$ cat config.mk
export PLATFORM = sky130hd
export DESIGN_NAME = phy_link_host
export DESIGN_NICKNAME = d
export VERILOG_FILES = /design/src/logic/bit_timer.v /design/src/logic/rx_octet_feed.v /design/src/logic/phy_link_host.v
export VERILOG_INCLUDE_DIRS = /design/src /design/src/inc
export SDC_FILE = /design/constraint.sdc
export NUM_CORES = 1
export LEC_CHECK = 0
export CAP_MARGIN = 15
export CORE_AREA = 10 10 206 208
export CTS_CLUSTER_DIAMETER = 30
export DETAILED_ROUTE_END_ITERATION = 12
export DIE_AREA = 0 0 216 218
export DONT_BUFFER_PORTS = 1
export GPL_ROUTABILITY_DRIVEN = 1
export GPL_TIMING_DRIVEN = 0
export SETUP_SLACK_MARGIN = 0.5
export SLEW_MARGIN = 5
export SYNTH_ARGS = -nofsm -noshare
export SYNTH_HDL_FRONTEND = slang
export SYNTH_SLANG_ARGS = --single-unit
$ cat constraint.sdc
create_clock -name sys_clk -period 7.1 [get_ports sys_clk]
set_input_delay 0.71 -clock sys_clk [delete_from_list [all_inputs] [get_ports sys_clk]]
set_output_delay 0.71 -clock sys_clk [all_outputs]
set_load 0.01 [all_outputs]
$ cat src/inc/phy_side_consts.vh
// Constants for the physical-layer side controller of the bit link
`ifndef PHY_SIDE_CONSTS_VH
`define PHY_SIDE_CONSTS_VH

// Clock and channel bit rate
`define SYS_CLK_HZ 20000000
`define BIT_RATE_HZ 10000000
`define BIT_DIV (`SYS_CLK_HZ / `BIT_RATE_HZ)

// Channel and frame figures, in bit times and octets
`define ROUND_TRIP_BITS 16'h01c2
`define OCTET_BITS 8
`define ADDR_OCTETS 6
`define MIN_FRAME_BITS 16'h0200
`define MAX_FRAME_BITS 16'h2f70

// Register byte offsets
`define REG_CTRL 8'h00
`define REG_STATUS 8'h04
`define REG_TX_DATA 8'h08
`define REG_RX_DATA 8'h0c
`define REG_STRETCH 8'h10
`define REG_COLL_DELAY 8'h14
`define REG_TX_COUNT 8'h18

// Control fields
`define CTRL_COLLIDE 0
`define CTRL_CARRIER 1

// Reset values
`define STRETCH_RESET 16'h0040
`define COLL_DELAY_RESET 16'h0000

// Bus responses
`define RESP_OKAY 2'b00
`define RESP_SLVERR 2'b10

`endif

$ cat src/logic/bit_timer.v
// Bit-time tick generator and bit-time wait service
module bit_timer #(
   parameter DIV = 2,
   parameter CW = 16
)(
   input wire sys_clk,
   input wire rst_n,
   output reg bit_tick,
   input wire wait_start,
   input wire [CW-1:0] wait_bits,
   output reg wait_done,
   output reg wait_busy
);
   reg [15:0] div_cnt;
   reg [CW-1:0] wait_left;

   always @(posedge sys_clk)
   begin
      if (!rst_n)
      begin
         div_cnt <= 16'h0000;
         bit_tick <= 1'b0;
         wait_left <= {CW{1'b0}};
         wait_done <= 1'b0;
         wait_busy <= 1'b0;
      end
      else
      begin
         bit_tick <= (div_cnt == DIV[15:0] - 16'h0001);
         if (div_cnt == DIV[15:0] - 16'h0001)
            div_cnt <= 16'h0000;
         else
            div_cnt <= div_cnt + 16'h0001;
         wait_done <= 1'b0;
         // Counts bit ticks requested by the link side; the first tick can come part way into a bit time
         if (wait_start && !wait_busy)
         begin
            if (wait_bits == {CW{1'b0}})
               wait_done <= 1'b1;
            else
            begin
               wait_left <= wait_bits;
               wait_busy <= 1'b1;
            end
         end
         else if (wait_busy && bit_tick)
         begin
            wait_left <= wait_left - {{(CW-1){1'b0}}, 1'b1};
            if (wait_left == {{(CW-1){1'b0}}, 1'b1})
            begin
               wait_busy <= 1'b0;
               wait_done <= 1'b1;
            end
         end
      end
   end
endmodule

$ cat src/logic/rx_octet_feed.v
// One-octet holder that hands its bits out low bit first
module rx_octet_feed #(
   parameter W = 8
)(
   input wire sys_clk,
   input wire rst_n,
   input wire load,
   input wire [W-1:0] load_data,
   input wire take,
   output reg full,
   output wire bit_out
);
   reg [W-1:0] shift;
   reg [7:0] left;

   // Low bit leaves first, matching the line order within an octet
   assign bit_out = shift[0];

   always @(posedge sys_clk)
   begin
      if (!rst_n)
      begin
         shift <= {W{1'b0}};
         left <= 8'h00;
         full <= 1'b0;
      end
      else if (load && !full)
      begin
         shift <= load_data;
         left <= W[7:0];
         full <= 1'b1;
      end
      else if (take && full)
      begin
         shift <= {1'b0, shift[W-1:1]};
         left <= left - 8'h01;
         if (left == 8'h01)
            full <= 1'b0;
      end
   end
endmodule

$ cat src/logic/phy_link_host.v
// Physical-layer side controller driving the data link bit interface
//
// Overview of operation
// - One bit per transfer, next accepted at a later bit tick
// - First transmit transfer stretched for preamble work
// - Collision held asserted while collision persists
// - Collision only while this station transmits
// - Receive transfers deliver stripped bits, first longer
// - Carrier may lead and lag frame bits
// - Transfer pending at carrier fall returns undefined
// - Wait service counts whole channel bit times; here it counts bit ticks, so the first can be part of a bit time
// - Round trip bounded by 450 bit times
// - Frame bounds come only from indications
// - Five fields, only data variable in size
// - Octets low bit first, fields in order
// - Address fields are six octets
// - Valid frames span 64 to 1518 octets
//
// Decided for this implementation: the address map and register access over AXI4-Lite.
`include "phy_side_consts.vh"

module phy_link_host #(
   parameter BIT_DIV = `BIT_DIV,
   parameter CW = 16
)(
   input wire sys_clk,
   input wire rst_n,
   input wire [7:0] s_axi_awaddr,
   input wire s_axi_awvalid,
   output reg s_axi_awready,
   input wire [31:0] s_axi_wdata,
   input wire [3:0] s_axi_wstrb,
   input wire s_axi_wvalid,
   output reg s_axi_wready,
   output reg [1:0] s_axi_bresp,
   output reg s_axi_bvalid,
   input wire s_axi_bready,
   input wire [7:0] s_axi_araddr,
   input wire s_axi_arvalid,
   output reg s_axi_arready,
   output reg [31:0] s_axi_rdata,
   output reg [1:0] s_axi_rresp,
   output reg s_axi_rvalid,
   input wire s_axi_rready,
   input wire tx_active,
   input wire tx_bit_transfer_valid,
   input wire tx_bit_transfer_data,
   output reg tx_bit_transfer_ready,
   output reg collision_flag,
   output reg carrier_present,
   input wire rx_bit_fetch_ready,
   output reg rx_bit_fetch_valid,
   output reg rx_bit_fetch_data,
   output reg rx_bit_undefined,
   input wire wait_req,
   input wire [CW-1:0] wait_bits,
   output wire wait_done
);
   ////////////////////////////////////////////////////////////////////////
   // Declarations
   reg ctrl_collide;
   reg ctrl_carrier;
   reg [15:0] stretch;
   reg [15:0] coll_delay;
   reg [7:0] aw_addr;
   reg aw_held;
   reg [31:0] w_data;
   reg [3:0] w_strb;
   reg w_held;
   reg tx_was_active;
   reg tx_first;
   reg [15:0] tx_stretch_left;
   reg [15:0] tx_time;
   reg [15:0] tx_bits;
   reg [7:0] tx_shift;
   reg [7:0] tx_octet;
   reg tx_octet_ready;
   reg frame_done;
   reg frame_short;
   reg frame_long;
   reg frame_misaligned;
   reg dest_multicast;
   reg rx_first;
   reg [15:0] rx_stretch_left;
   wire bit_tick;
   wire wait_busy;
   wire feed_full;
   wire feed_bit;
   wire tx_take;
   wire tx_bit_due;
   wire rx_bit_due;
   wire rx_take;
   wire wr_fire;
   wire rd_fire;
   wire [15:0] coll_limit;
   reg [31:0] rd_mux;

   // Decodes a byte offset into a register select, 7 when unmapped
   function [2:0] reg_sel;
      input [7:0] addr;
      begin
         case (addr)
            `REG_CTRL: reg_sel = 3'h0;
            `REG_STATUS: reg_sel = 3'h1;
            `REG_TX_DATA: reg_sel = 3'h2;
            `REG_RX_DATA: reg_sel = 3'h3;
            `REG_STRETCH: reg_sel = 3'h4;
            `REG_COLL_DELAY: reg_sel = 3'h5;
            `REG_TX_COUNT: reg_sel = 3'h6;
            default: reg_sel = 3'h7;
         endcase
      end
   endfunction

   ////////////////////////////////////////////////////////////////////////
   // Bit clock, wait service and receive octet holder
   bit_timer #(
      .DIV(BIT_DIV),
      .CW(CW)
   ) u_bit_timer (
      .sys_clk(sys_clk),
      .rst_n(rst_n),
      .bit_tick(bit_tick),
      .wait_start(wait_req),
      .wait_bits(wait_bits),
      .wait_done(wait_done),
      .wait_busy(wait_busy)
   );

   rx_octet_feed #(
      .W(`OCTET_BITS)
   ) u_rx_feed (
      .sys_clk(sys_clk),
      .rst_n(rst_n),
      .load(wr_fire && reg_sel(aw_addr) == 3'h3 && w_strb[0]),
      .load_data(w_data[7:0]),
      .take(rx_take),
      .full(feed_full),
      .bit_out(feed_bit)
   );

   ////////////////////////////////////////////////////////////////////////
   // Register bus slave
   assign wr_fire = aw_held && w_held && !s_axi_bvalid;
   assign rd_fire = s_axi_arvalid && s_axi_arready;

   always @(posedge sys_clk)
   begin
      if (!rst_n)
      begin
         s_axi_awready <= 1'b0;
         s_axi_wready <= 1'b0;
         s_axi_bvalid <= 1'b0;
         s_axi_bresp <= `RESP_OKAY;
         aw_held <= 1'b0;
         w_held <= 1'b0;
         aw_addr <= 8'h00;
         w_data <= 32'h00000000;
         w_strb <= 4'h0;
         ctrl_collide <= 1'b0;
         ctrl_carrier <= 1'b0;
         stretch <= `STRETCH_RESET;
         coll_delay <= `COLL_DELAY_RESET;
      end
      else
      begin
         // Address and data are taken in either order, one write at a time
         s_axi_awready <= s_axi_awvalid && !aw_held && !s_axi_awready;
         s_axi_wready <= s_axi_wvalid && !w_held && !s_axi_wready;
         if (s_axi_awvalid && s_axi_awready)
         begin
            aw_addr <= s_axi_awaddr;
            aw_held <= 1'b1;
         end
         if (s_axi_wvalid && s_axi_wready)
         begin
            w_data <= s_axi_wdata;
            w_strb <= s_axi_wstrb;
            w_held <= 1'b1;
         end
         if (s_axi_bvalid && s_axi_bready)
            s_axi_bvalid <= 1'b0;
         if (wr_fire)
         begin
            aw_held <= 1'b0;
            w_held <= 1'b0;
            s_axi_bvalid <= 1'b1;
            s_axi_bresp <= `RESP_OKAY;
            case (reg_sel(aw_addr))
               3'h0:
               begin
                  if (w_strb[0])
                  begin
                     ctrl_collide <= w_data[`CTRL_COLLIDE];
                     ctrl_carrier <= w_data[`CTRL_CARRIER];
                  end
               end
               3'h4:
               begin
                  if (w_strb[0])
                     stretch[7:0] <= w_data[7:0];
                  if (w_strb[1])
                     stretch[15:8] <= w_data[15:8];
               end
               3'h5:
               begin
                  if (w_strb[0])
                     coll_delay[7:0] <= w_data[7:0];
                  if (w_strb[1])
                     coll_delay[15:8] <= w_data[15:8];
               end
               3'h7: s_axi_bresp <= `RESP_SLVERR;
               default: s_axi_bresp <= `RESP_OKAY;
            endcase
         end
      end
   end

   always @*
   begin
      case (reg_sel(s_axi_araddr))
         3'h0: rd_mux = {30'h00000000, ctrl_carrier, ctrl_collide};
         3'h1: rd_mux = {21'h000000, wait_busy, dest_multicast,
            frame_misaligned, frame_long, frame_short, frame_done,
            tx_octet_ready, feed_full, carrier_present, collision_flag,
            tx_active};
         3'h2: rd_mux = {24'h000000, tx_octet};
         3'h3: rd_mux = {31'h00000000, feed_full};
         3'h4: rd_mux = {16'h0000, stretch};
         3'h5: rd_mux = {16'h0000, coll_delay};
         3'h6: rd_mux = {16'h0000, tx_bits};
         default: rd_mux = 32'h00000000;
      endcase
   end

   always @(posedge sys_clk)
   begin
      if (!rst_n)
      begin
         s_axi_arready <= 1'b0;
         s_axi_rvalid <= 1'b0;
         s_axi_rdata <= 32'h00000000;
         s_axi_rresp <= `RESP_OKAY;
      end
      else
      begin
         s_axi_arready <= s_axi_arvalid && !s_axi_rvalid && !s_axi_arready;
         if (rd_fire)
         begin
            s_axi_rvalid <= 1'b1;
            s_axi_rdata <= rd_mux;
            if (reg_sel(s_axi_araddr) == 3'h7)
               s_axi_rresp <= `RESP_SLVERR;
            else
               s_axi_rresp <= `RESP_OKAY;
         end
         else if (s_axi_rvalid && s_axi_rready)
            s_axi_rvalid <= 1'b0;
      end
   end

   ////////////////////////////////////////////////////////////////////////
   // Transmit bit acceptance and frame capture
   // First transfer is held off for the preamble stretch
   // No bit at the rise edge itself, so the stretch is never skipped
   assign tx_bit_due = bit_tick && tx_was_active &&
      (!tx_first || tx_stretch_left == 16'h0000);
   assign tx_take = tx_bit_transfer_valid && tx_bit_transfer_ready;
   // Collision distance never exceeds the channel round trip
   assign coll_limit = (coll_delay > `ROUND_TRIP_BITS) ?
      `ROUND_TRIP_BITS : coll_delay;

   always @(posedge sys_clk)
   begin
      if (!rst_n)
      begin
         tx_was_active <= 1'b0;
         tx_first <= 1'b0;
         tx_stretch_left <= 16'h0000;
         tx_time <= 16'h0000;
         tx_bits <= 16'h0000;
         tx_shift <= 8'h00;
         tx_octet <= 8'h00;
         tx_octet_ready <= 1'b0;
         tx_bit_transfer_ready <= 1'b0;
         collision_flag <= 1'b0;
         frame_done <= 1'b0;
         frame_short <= 1'b0;
         frame_long <= 1'b0;
         frame_misaligned <= 1'b0;
         dest_multicast <= 1'b0;
      end
      else
      begin
         tx_was_active <= tx_active;
         // One bit per handshake, paced by the channel bit rate
         tx_bit_transfer_ready <= tx_active && tx_bit_transfer_valid &&
            !tx_bit_transfer_ready && tx_bit_due;
         // Raised only while transmitting, held while the request stands
         collision_flag <= tx_active && ctrl_collide &&
            tx_time >= coll_limit;
         if (tx_active && !tx_was_active)
         begin
            // Frame start comes from transmit-active alone
            tx_first <= 1'b1;
            tx_stretch_left <= stretch;
            tx_time <= 16'h0000;
            tx_bits <= 16'h0000;
         end
         else if (tx_active && bit_tick)
         begin
            if (tx_time != 16'hffff)
               tx_time <= tx_time + 16'h0001;
            if (tx_first && tx_stretch_left != 16'h0000)
               tx_stretch_left <= tx_stretch_left - 16'h0001;
         end
         if (tx_take)
         begin
            tx_first <= 1'b0;
            // Bits arrive low bit first within each octet
            tx_shift <= {tx_bit_transfer_data, tx_shift[7:1]};
            if (tx_bits != 16'hffff)
               tx_bits <= tx_bits + 16'h0001;
            // First bit of the destination marks multicast
            if (tx_bits == 16'h0000)
               dest_multicast <= tx_bit_transfer_data;
         end
         // Read of the octet register clears its flag; a new octet wins
         if (rd_fire && reg_sel(s_axi_araddr) == 3'h2)
            tx_octet_ready <= 1'b0;
         if (tx_take && tx_bits[2:0] == 3'h7)
         begin
            tx_octet <= {tx_bit_transfer_data, tx_shift[7:1]};
            tx_octet_ready <= 1'b1;
         end
         // Frame end and size checks on transmit-active fall
         if (rd_fire && reg_sel(s_axi_araddr) == 3'h1)
            frame_done <= 1'b0;
         if (!tx_active && tx_was_active)
         begin
            frame_done <= 1'b1;
            frame_short <= tx_bits < `MIN_FRAME_BITS;
            frame_long <= tx_bits > `MAX_FRAME_BITS;
            frame_misaligned <= tx_bits[2:0] != 3'h0;
         end
      end
   end

   ////////////////////////////////////////////////////////////////////////
   // Receive bit delivery
   // Frame bits only flow while an octet is loaded; carrier may lead it
   assign rx_bit_due = bit_tick && (!rx_first || rx_stretch_left == 16'h0000);
   assign rx_take = carrier_present && ctrl_carrier && rx_bit_fetch_ready &&
      !rx_bit_fetch_valid && feed_full && rx_bit_due;

   always @(posedge sys_clk)
   begin
      if (!rst_n)
      begin
         carrier_present <= 1'b0;
         rx_first <= 1'b0;
         rx_stretch_left <= 16'h0000;
         rx_bit_fetch_valid <= 1'b0;
         rx_bit_fetch_data <= 1'b0;
         rx_bit_undefined <= 1'b0;
      end
      else
      begin
         carrier_present <= ctrl_carrier;
         rx_bit_fetch_valid <= 1'b0;
         rx_bit_undefined <= 1'b0;
         if (ctrl_carrier && !carrier_present)
         begin
            rx_first <= 1'b1;
            rx_stretch_left <= stretch;
         end
         else if (rx_first && bit_tick && rx_stretch_left != 16'h0000)
            rx_stretch_left <= rx_stretch_left - 16'h0001;
         if (rx_take)
         begin
            // Preamble already gone; first bit comes after the stretch
            rx_first <= 1'b0;
            rx_bit_fetch_valid <= 1'b1;
            rx_bit_fetch_data <= feed_bit;
         end
         else if (carrier_present && !ctrl_carrier && rx_bit_fetch_ready &&
            !rx_bit_fetch_valid)
         begin
            // A pending fetch at carrier fall gets a marked junk bit
            rx_bit_fetch_valid <= 1'b1;
            rx_bit_fetch_data <= 1'b0;
            rx_bit_undefined <= 1'b1;
         end
      end
   end
endmodule

Word level (Yosys, flattened, before mapping). Cells that the tools add are included.

Register bits: 250. Input port bits: 80. Output and inout port bits: 48. Logic and storage cells: 247.

Add/sub/neg operators: 7. $lt $le $gt $ge: 4. Eq/ne operators: 32. Multiplexer cells: 49. Bitwise operators: 1. Reduce and logical (&&, ||, !) cells: 105.

Operator list (number): $mux W16 (12); $pmux W16 S7 (1); $logic_not A16 Y1 (4); $add A16 B1 Y16 const B (3); $eq A8 B5 Y1 const B (6); $sub A16 B1 Y16 const B (3); $logic_and A1 B1 Y1 (46); $pmux W3 S7 (2); $eq A16 B1 Y1 const B (2); $eq A8 B4 Y1 const B (4); $ne A16 B16 Y1 const B (2); $reduce_bool A16 Y1 (2); $eq A3 B3 Y1 const B (8); $reduce_bool A2 Y1 (12); $mux W1 (23); $reduce_and A3 Y1 (6); $logic_not A1 Y1 (17); $eq A8 B3 Y1 const B (2); $ge A16 B16 Y1 (1); $gt A16 B14 Y1 const B (1); $gt A16 B9 Y1 const B (1); $logic_not A8 Y1 (2); $lt A16 B10 Y1 const B (1); $mux W8 (2); 14 further kinds (35).

Logic depth before layout (Yosys ltp). Gate-level depths: netlist of run 1.

Word-level depth: 8. Gate-level depth with buffers: 10. Depth with buffers taken out: 10.

Modules after synthesis. From an unflattened synthesis of run 1, not the netlist that was laid out.

Cell total of the unflattened synthesis: 1376. Area total of the unflattened synthesis: 11269.6 µm².

Modules (own cells, without submodules): phy_link_host (times used 1, cells each 1055, area each 8639.5 µm², sequential area each 3583.4 µm²); bit_timer (times used 1, cells each 233, area each 1879.3 µm², sequential area each 700.7 µm²); rx_octet_feed (times used 1, cells each 88, area each 750.7 µm², sequential area each 340.3 µm²).

Least setup slack after synthesis of run 1. OpenSTA, ideal clock, no wires.

Path kind: reg-to-reg. Start: reg coll_delay[15]. End: reg collision_flag. Setup time: 0.122 ns. Data arrival time: 2.150 ns. Data required time: 6.978 ns. Setup slack: 4.829 ns. Stages on the path, launching flop included: 11. Buffers on the path: 0. Period minus slack after synthesis: 2.271 ns. Cells stage by stage: dfxtp_1 nor4_1 nand2_1 a41oi_1 and2_1 ha_1 nand2b_1 a21o_1 a21oi_1 o21ai_0 a221o_1.

Word-level cells in the longest chain between the ends: 4.

Ends and longest elaborated chain: start: declaration (RTL line phy_link_host.v:64) `reg [15:0] coll_delay;`; start signal: assignment (RTL line phy_link_host.v:163) `` coll_delay <= `COLL_DELAY_RESET; ``; start signal: assignment (RTL line phy_link_host.v:210) `coll_delay[15:8] <= w_data[15:8];`; $gt A16 B9 Y1 (no line); $mux W16 (*) (RTL line phy_link_host.v:270) `` assign coll_limit = (coll_delay > `ROUND_TRIP_BITS) ? ``; $ge A16 B16 Y1 (*) (RTL line phy_link_host.v:301) `tx_time >= coll_limit;`; $logic_and A1 B1 Y1 (*) (RTL line phy_link_host.v:300) `collision_flag <= tx_active && ctrl_collide &&`; end signal: assignment (RTL line phy_link_host.v:300); end: declaration (RTL line phy_link_host.v:49) `output reg collision_flag,`.

Mark *: on every way between the ends. The rest lies on a longest branch, timed or not. A chain may end at the register's enable or synchronous reset.

Worst setup path after layout of run 1. Ends and elaborated chain as after synthesis.

==> metrics.md, run 1 <==
| Metric | Value |
|---|---|
| Final setup violation count | `0` |
| Vias in the first global route | `10.1k` |
| CTS Buffer Depth | `3` |
| Initial Util | `between 20 and 30%` |
| Post-synth top cells | `dfxtp_1 (231), nand2_1 (183), nor2_1 (148), a21oi_1 (126), o21ai_0 (60)` |
| Max_cap viols | `0` |
| Worst relative slew slack | `36.9%` |
| Cts repair resizes | `0` |
| Synth area leaders | `dfxtp_1 (41%), nand2_1 (6.1%), a21oi_1 (5.6%)` |
| Worst setup path category | `flop to flop` |
| Hold depth | `2` |
| Drt first pass iters | `5` |
| F_max | `363 MHz` |
| Post-synthesis async set-or-reset flop share | `0%` |
| CP arrival | `3.21 ns` |
| Worst r2r path cells | `10` |
| # Post-CTS Setup Buffers | `0` |
| CP endpoint kind | `flop` |
| Leakage | `0.00510 uW` |
| DRT iter0 DRCs | `~830` |
| Area Growth Syn to Fin | `23.5%` |
| Top FF cell, synth | `dfxtp_1` |
| Slew Limit Fails | `0` |
| Synth Register Bits | `231` |
| Clock root buffer master | `clkbuf_16` |
| Required time of the worst setup path | `between 7 and 8 ns` |
| Clock slew at reported path FFs | `0.05 ns` |
| R2R Setup Slk | `4.35 ns` |
| Worst slew pin tran | `0.946 ns` |
| Final routed wire length divided by cell count | `roughly 18 microns` |
| Total grt overflow | `0` |
| Pwr per Cell Area | `approximately 300 mW/mm^2` |
| H-tree depth | `2` |
| Total number of vias | `~11k` |
| Nets@finish | `1569` |
| Rows | `72` |
| Worst min path class | `input pin to flop` |
| Dpl hpwl | `26.6 mm` |
| Share of cells above drive strength 1 | `11.3%` |
| Place WS | `roughly 4 ns` |
| Aggregate routed wire length | `36.2 mm` |
| RSZ-0062 raised after global routing | `false` |
| Worst Skew | `0.0265 ns` |
| Largest net degree at the start of global routing | `15` |
| Max IR drop VDD | `0.203 mV` |
| Status | `completed` |
| Number of CTS-inserted buffers | `57` |
| Number of synthesized flops with an enable pin | `0` |
| Global placer's final weighted congestion | `0.919` |
| Post-synth cell types | `75` |
| Die H | `218 microns` |
| Leading area contributor after synthesis | `dfxtp_1` |
| CTS Sinks | `231` |
| DRT antenna net count | `0` |
| Largest fanout on the critical path | `6` |
| Clock period minus worst slack | `roughly 2.8 ns` |
| Final hold violation count | `0` |
| Die W | `216 microns` |
| Syn Area/Cell | `between 8 and 9 sq um` |
| Syn. warnings | `0` |
| Via/cell ratio | `5.22` |
| First-pass GRT wire length | `56.4 mm` |
| CTS tree | `done` |
| Die ar. | `~0.047 sq mm` |
| Hold-fix buffers at CTS | `0` |
| Top Ports | `128` |
| Tot GR Track Use | `14.8%` |
| Final WS setup | `4.35 ns` |
| Clk_lat worst skew | `0.57 ns` |
| # DRC | `0` |
| Util after Layout | `36.5%` |
| Final period util | `38.8%` |
| Port Buffers | `0` |
| Synth Cell Area | `0.0113 sq mm` |
| Most numerous cell in the Yosys netlist | `dfxtp_1` |
| Sequential area share after synthesis | `40.8%` |
| Initial antenna violation count | `2` |
| Yosys top cell area share | `40.8%` |
| Crit start category | `flop` |
| Total Neg Setup Slack | `0 ns` |
| CORE AREA | `0.0383 sq mm` |
| Cell count after synthesis | `1379` |
[cell usage in the layout (no fill, tap or decap), types with 33 or more instances in the layout]
| cell type | synthesis | layout |
|---|---|---|
| mux2i_1 | 33 | 33 |
| clkbuf_1 | 59 | 63 |
| nand2_1 | 183 | 183 |
| xnor2_1 | 36 | 36 |
| nor3_1 | 36 | 36 |
| nor2_1 | 148 | 148 |
| o21ai_0 | 60 | 60 |
| nand3_1 | 52 | 52 |
| dfxtp_1 | 231 | 231 |
| clkbuf_16 | 0 | 57 |
| a21oi_1 | 126 | 126 |
[flip-flops by register name (all words and copies together), names as in the netlist, 2 cells and up]
register	flops
u_rx_feed.left	8
u_rx_feed.shift	8
tx_stretch_left	16
stretch	16
w_strb	2
coll_delay	16
aw_addr	8
tx_octet	8
s_axi_rdata	16
tx_time	16
tx_bits	16
u_bit_timer.div_cnt	16
rx_stretch_left	16
tx_shift	7
u_bit_timer.wait_left	16
w_data	16
[path summary, 6_finish.rpt]
| check | startpoint | endpoint |
|---|---|---|
| setup reg to reg | coll_delay[15]$_SDFFE_PN0P_ | collision_flag$_SDFF_PN0_ |
| setup / recovery | coll_delay[15]$_SDFFE_PN0P_ | collision_flag$_SDFF_PN0_ |
| hold / removal | s_axi_wdata[6] | w_data[6]$_SDFFE_PN0P_ |
| hold reg to reg | u_rx_feed.shift[0]$_SDFFE_PN0P_ | rx_bit_fetch_data$_SDFFE_PN0P_ |
[report_power, final]
group / total (uW) / switching (uW) / leakage, uW / internal, uW
clock network: 2550 / 843 / 0.000946 / 1710
registers: 1350 / 29.0 / 0.00187 / 1320
logic: 234 / 152 / 0.00228 / 81.6
[cell type report]
| type | count | area (sq um) |
|---|---|---|
| Sequential cell | 231 | 4620 |
| Clock buffer | 69 | 1550 |
| Buffer | 91 | 424 |
| Antenna cell | 1 | 2.50 |
| Multi-Input combinational cell | 1054 | 6260 |
| Clock inverter | 36 | 368 |
| Tap cell | 518 | 648 |
| Fill cell | 3971 | 24300 |
| Inverter | 26 | 97.6 |
[cell families (layout without fill, tap and decap cells)]
group	after synthesis	after routing	share of synthesized area [%]
simple gates	580	580	25.5
compound gates	321	321	17.5
flops	231	231	40.8
buf+inv	117	222	4.61
xor+xnor	56	56	4.33
mux	44	44	4.11
fa+ha+maj	28	28	3.09
other cells	2	26	0.0663
[worst max-delay path, cell delays in order (launching register included)]
cell and delay, ns:
dfxtp_1 0.33, nor4_1 0.34, nand2_1 0.19, a41oi_1 0.42
and2_1 0.20, ha_1 0.21, nand2b_1 0.14, a21o_1 0.17
a21oi_1 0.15, o21ai_0 0.16, a221o_1 0.32
[per-layer routing]
layer  GRT usage (%)  up-vias  wire length, microns
met4            6.43        2                  1190
met2            23.7      338                 16700
li1                -     5111                     -
met1            18.5     5040                 15500
met5               0        -                    13
met3            3.90       82                  2840
[per-stage QoR]
step / cells / hold slack [ns] / total power [uW] / area [sq um]
floorplan: 1402 / 0.432 / 1540 / 11400
global placement: 1920 / 0.438 / 1610 / 12100
detailed placement: 1920 / 0.445 / 1610 / 12100
CTS: 2025 / 0.258 / 4180 / 14000
global route: 2025 / 0.272 / 4290 / 14000
finish: 2026 / 0.276 / 4140 / 14000
(Power assumes the default switching activity.)
==> run 2, diff against run 1 <==
==> constraint.sdc (replaced) <==
create_clock -name sys_clk -period 2.29 [get_ports sys_clk]
set_input_delay 0.229 -clock sys_clk [delete_from_list [all_inputs] [get_ports sys_clk]]
set_output_delay 0.229 -clock sys_clk [all_outputs]
set_load 0.01 [all_outputs]
==> metrics.md, run 2 (synthesized netlist as in run 1, its figures left out) <==
| Metric | Value |
|---|---|
| Status | `completed` |
| Combinational power share | `under 10%` |
| Via/cell ratio | `5.26` |
| Worst relative slew slack | `a little under a third` |
| Stages on worst setup path | `10` |
| Crit-path cells | `nor4_4 -> nand2_1 -> a41oi_2 -> and2_4 -> ha_4 -> nand2b_4 -> a21o_1 -> a21oi_2 -> o21ai_2 -> a221o_1` |
| Area Growth Syn to Fin | `46.2%` |
| Aggregate routed wire length | `39.7 mm` |
| Share of cells above drive strength 1 | `26.3%` |
| Initial antenna violation count | `1` |
| CTS Buffer Depth | `3` |
| Clock period minus worst slack | `2.28 ns` |
| Critical path buffers and inverters | `0` |
| Die H | `218 microns` |
| DRT antenna net count | `0` |
| Util after Layout | `around 43%` |
| Most frequent cells in the layout | `dfxtp_1 (191), nand2_1 (179), nor2_1 (133), a21oi_1 (112), clkbuf_16 (70)` |
| # DRC | `0` |
| Number of CTS-inserted buffers | `67` |
| Final routed wire length divided by cell count | `between 15 and 20 microns` |
| CTS Sinks | `231` |
| Net Switching | `approximately 3500 uW` |
| DRT iter0 DRCs | `979` |
| Crit start category | `flop` |
| Largest delay contributor family on the critical path | `compound AO/OA/AOI/OAI gates` |
| Max_cap viols | `0` |
| Pwr per Cell Area | `between 800 and 900 mW/mm^2` |
| Clk_lat worst skew | `between 0.5 and 0.6 ns` |
| Total grt overflow | `0` |
| Die W | `216 microns` |
| Die ar. | `0.0471 sq mm` |
| Clock slew at reported path FFs | `0.04 ns` |
| Initial Util | `between 20% and 30%` |
| CTS tree | `done` |
| Nets@finish | `1693` |
| Internal power | `11100 uW` |
| Dpl hpwl | `approximately 27 mm` |
| Worst r2r path cells | `10` |
| CP arrival | `2.72 ns` |
| Global placer's final weighted congestion | `around 0.9` |
| Layout fillers | `3669` |
| Max IR drop VDD | `0.429 mV` |
| Total number of vias | `11.3k` |
| Vias in the first global route | `11.0k` |
| F_max | `438 MHz` |
| Drt first pass iters | `6` |
| Leakage | `between 0.006 and 0.007 uW` |
| Worst slew pin tran | `just over 1 ns` |
| Clock root buffer master | `clkbuf_16` |
| Worst setup path category | `flop to flop` |
| Final period util | `between 90 and 100%` |
| Largest fanout on the critical path | `4` |
| Sw Share | `23.9%` |
| Commonest non-fill, non-tap cell in the layout | `dfxtp_1` |
| Worst path max stage delay | `0.35 ns` |
| Power Total | `14500 uW` |
| Hold depth | `3` |
| RSZ-0062 raised after global routing | `true` |
| CP endpoint kind | `flop` |
| Final hold violation count | `0` |
| CORE AREA | `~0.038 sq mm` |
| Largest net degree at the start of global routing | `11` |
| R2R Path Start | `coll_delay[5]$_SDFFE_PN0P_` |
| H-tree depth | `3` |
| First-pass GRT wire length | `60.5 mm` |
| Hold Crit Start | `s_axi_awvalid` |
| Worst min path class | `input pin to flop` |
| Port Buffers | `0` |
| Slew Limit Fails | `0` |
| Tot GR Track Use | `15.9%` |
| Required time of the worst setup path | `approximately 2.7 ns` |
| Worst Skew | `0.0207 ns` |
| Crit path from | `coll_delay[5]$_SDFFE_PN0P_` |
| Flop pwr share | `28.9%` |
| Rows | `72` |
| Antenna cells | `0` |
| Top Ports | `128` |
| Final setup violation count | `0` |
| Share of total power in the clock network | `64.3%` |
| Slowest cell on crit path | `dfxtp_4` |
[run 2: changes by cell type in the layout (fill, tap and decap cells not counted), sizes merged, moves of 5 or more]
cell / change
dlygate4sd3: +51
clkbuf: +17
inv: -6
clkinvlp: +5
buf: +64
[run 2: power groups by stage]
stage | Combinational (uW) | Clock (uW) | Sequential (uW)
floorplan | 556 | 0 | 4240
global placement | 714 | 0 | 4270
detailed placement | 724 | 0 | 4270
CTS | 901 | 9420 | 4210
global route | 1070 | 9690 | 4220
finish | 984 | 9350 | 4210
[run 2: final timing paths]
| kind | end | slack (ns) |
|---|---|---|
| min | aw_addr[6]$_SDFFE_PN0P_ | 0.04 |
| max | collision_flag$_SDFF_PN0_ | 0.008 |
| max reg2reg | collision_flag$_SDFF_PN0_ | 0.008 |
| min reg2reg | rx_bit_fetch_data$_SDFFE_PN0P_ | 0.45 |
[run 2: repair_timing]
item	4_1_cts	5_1_grt
setup endpoints to repair	153	163
cloned	5	0
setup buffers	35	23
hold endpoints to repair	56	0
gates resized for setup	127	172
pin swaps	34	63
hold buffers	51	0
[run 2: routing by layer]
layer / wire [microns] / GRT usage, % / up-vias
met5: 20 / 0 / -
met4: 1240 / 7.67 / 2
met3: 3120 / 4.54 / 90
met2: 18700 / 25.4 / 432
met1: 16700 / 19.4 / 5451
li1: - / - / 5371
[run 2: worst min-delay path: stages]
cell	delay (ns)
nand2_1	0.15
nand2_1	0.11
a21oi_1	0.05
[run 2: metrics by stage]
step                      TNS [ns]  setup WS, ns  hold WS [ns]  cell area (sq um)  std cells
final                            0       0.00794        0.0370              16600       2156
after global routing       -0.0867       -0.0867        0.0553              16600       2156
after CTS                        0        0.0189        0.0331              15800       2133
after detailed placement     -2.80        -0.269         0.374              12200       1920
after global placement       -1.90        -0.243         0.369              12200       1920
after floorplan                  0         0.154         0.365              11500       1402
[run 2: area by class of cell]
type / instances / area, sq um / share of cell area, %
Buffer: 91 / 559 / 3.38
Clock buffer: 87 / 1910 / 11.6
Clock inverter: 35 / 393 / 2.37
Inverter: 26 / 103 / 0.620
Multi-Input combinational cell: 1054 / 7190 / 43.4
Sequential cell: 231 / 4700 / 28.4
Tap cell: 518 / 648 / 3.91
Timing Repair Buffer: 114 / 1050 / 6.36
==> run 3, diff against run 2 <==
--- a/config.mk
+++ b/config.mk
@@ -14,6 +14,7 @@
 export DONT_BUFFER_PORTS = 1
 export GPL_ROUTABILITY_DRIVEN = 1
 export GPL_TIMING_DRIVEN = 0
+export REMOVE_ABC_BUFFERS = 1
 export SETUP_SLACK_MARGIN = 0.5
 export SLEW_MARGIN = 5
 export SYNTH_ARGS = -nofsm -noshare
==> metrics.md, run 3 (synthesized netlist as in run 1, its figures left out) <==
| Metric | Value |
|---|---|
| Leakage | `0.00585 uW` |
| Worst relative slew slack | `49.7%` |
| Number of CTS-inserted buffers | `48` |
| Pwr per Cell Area | `776 mW/mm^2` |
| Share of cells above drive strength 1 | `between 20% and 30%` |
| DRT antenna net count | `0` |
| Die W | `around 220 microns` |
| Crit start category | `flop` |
| Total number of vias | `roughly 11k` |
| Worst Skew | `0.0238 ns` |
| Max_cap viols | `0` |
| CTS Sinks | `231` |
| Worst min path class | `input pin to flop` |
| Clk_lat worst skew | `between 0.5 and 0.6 ns` |
| Final setup violation count | `1` |
| Status | `finished, violations left` |
| Required time of the worst setup path | `roughly 2.7 ns` |
| Dpl hpwl | `23.4 mm` |
| Drt first pass iters | `5` |
| Aggregate routed wire length | `37.1 mm` |
| Commonest non-fill, non-tap cell in the layout | `dfxtp_1` |
| Die H | `218 microns` |
| Final hold violation count | `0` |
| Port Buffers | `0` |
| CTS Buffer Depth | `3` |
| Initial Util | `29.6%` |
| Max IR drop VDD | `0.547 mV` |
| Final WS setup | `-0.144 ns` |
| Initial antenna violation count | `0` |
| Worst setup path category | `flop to flop` |
| Total grt overflow | `0` |
| Hold_ws | `0.00388 ns` |
| CP endpoint kind | `flop` |
| F_max | `411 MHz` |
| Via/cell ratio | `5.23` |
| Most frequent cells in the layout | `dfxtp_1 (193), nand2_1 (176), nor2_1 (137), a21oi_1 (114), dlygate4sd3_1 (58)` |
| Largest fanout on the critical path | `4` |
| Clock slew at reported path FFs | `around 0.050 ns` |
| Rows | `72` |
| Worst slew pin tran | `about 0.75 ns` |
| Tot GR Track Use | `14.5%` |
| Die ar. | `0.0471 sq mm` |
| Final period util | `106%` |
| Antenna cells | `0` |
| RSZ-0062 raised after global routing | `true` |
| Slew Limit Fails | `0` |
| Final routed wire length divided by cell count | `17.9 microns` |
| Util after Layout | `41.7%` |
| Area Growth Syn to Fin | `41.1%` |
| Failing checks | `setup timing` |
| # DRC | `0` |
| Global placer's final weighted congestion | `0.876` |
| CORE AREA | `between 0.03 and 0.04 sq mm` |
| CP arrival | `2.87 ns` |
| Largest net degree at the start of global routing | `83` |
| Vias in the first global route | `10.2k` |
| Top Ports | `128` |
| Clock root buffer master | `clkbuf_16` |
| Clock period minus worst slack | `around 2.4 ns` |
| First-pass GRT wire length | `roughly 56 mm` |
| Nets@finish | `1625` |
| DRT iter0 DRCs | `approximately 700` |
| CTS tree | `done` |
| H-tree depth | `2` |
-- run 3: cell types whose count changed in the layout (fill, tap and decap cells not counted), moves of 5 or more --
cell,before,now
clkinvlp_4,9,3
dlygate4sd3_1,51,58
buf_4,63,55
clkbuf_8,14,3
clkinv_4,0,7
buf_6,19,31
nand3_2,2,7
clkbuf_1,42,3
clkbuf_16,70,48
clkbuf_2,16,0
-- run 3: worst paths after layout --
path | startpoint | slack (ns) | endpoint | cells past startpoint
max | coll_delay[15]$_SDFFE_PN0P_ | -0.14 | collision_flag$_SDFF_PN0_ | 11
min | rst_n | 0.004 | u_bit_timer.div_cnt[1]$_SDFF_PP0_ | 2
max reg2reg | coll_delay[15]$_SDFFE_PN0P_ | -0.14 | collision_flag$_SDFF_PN0_ | 11
min reg2reg | aw_addr[5]$_SDFFE_PN0P_ | 0.45 | aw_addr[5]$_SDFFE_PN0P_ | 2
-- run 3: final cells by class --
cell class                 instances  area (sq um)
fill                            3623         22300
multi-input combinational       1056          7310
sequential                       231          4700
timing repair buffer             154          1540
clock buffer                      54          1250
tap                              518           648
clock inverter                    34           434
inverter                          26           103
-- run 3: where the power goes --
part,switching [uW],internal (uW)
sequential,107,4100
combinational,541,454
clock,2340,4860
-- run 3: timing repair --
action	4_1_cts	5_1_grt
pin swaps	39	93
hold buffers	58	1
hold endpoints to repair	125	1
gates resized for setup	116	188
endpoints found under the setup margin	139	140
setup buffers	44	42
gates cloned	0	4
-- run 3: metrics by stage --
step | power (uW) | instance area [sq um] | setup slack [ns] | std cells | setup TNS [ns]
after CTS | 12400 | 14900 | -0.184 | 2026 | -0.184
after global routing | 12800 | 16000 | -0.267 | 2073 | -0.267
after detailed placement | 4890 | 11700 | -0.761 | 1836 | -13.11
final | 12400 | 16000 | -0.144 | 2073 | -0.144
after global placement | 4860 | 11600 | -2.87 | 1829 | -75.55
after floorplan | 4710 | 11000 | -1.20 | 1311 | -18.38
-- run 3: metal layers --
layer	share of wire [%]	GRT usage, %	vias up
li1	-	-	5214
met1	42	17.8	5197
met2	49	24.7	351
met3	7.0	3.34	84
met4	2.7	4.59	0
met5	0	0	-
-- run 3: critical path, stage by stage (launching register included) --
cell	delay [ns]
dfxtp_4	0.35
nor4_4	0.29
nand2_1	0.10
buf_6	0.15
a41oi_4	0.24
buf_6	0.14
nand2_1	0.07
ha_1	0.20
a21o_1	0.17
a21oi_1	0.15
o21ai_0	0.11
a221o_1	0.36
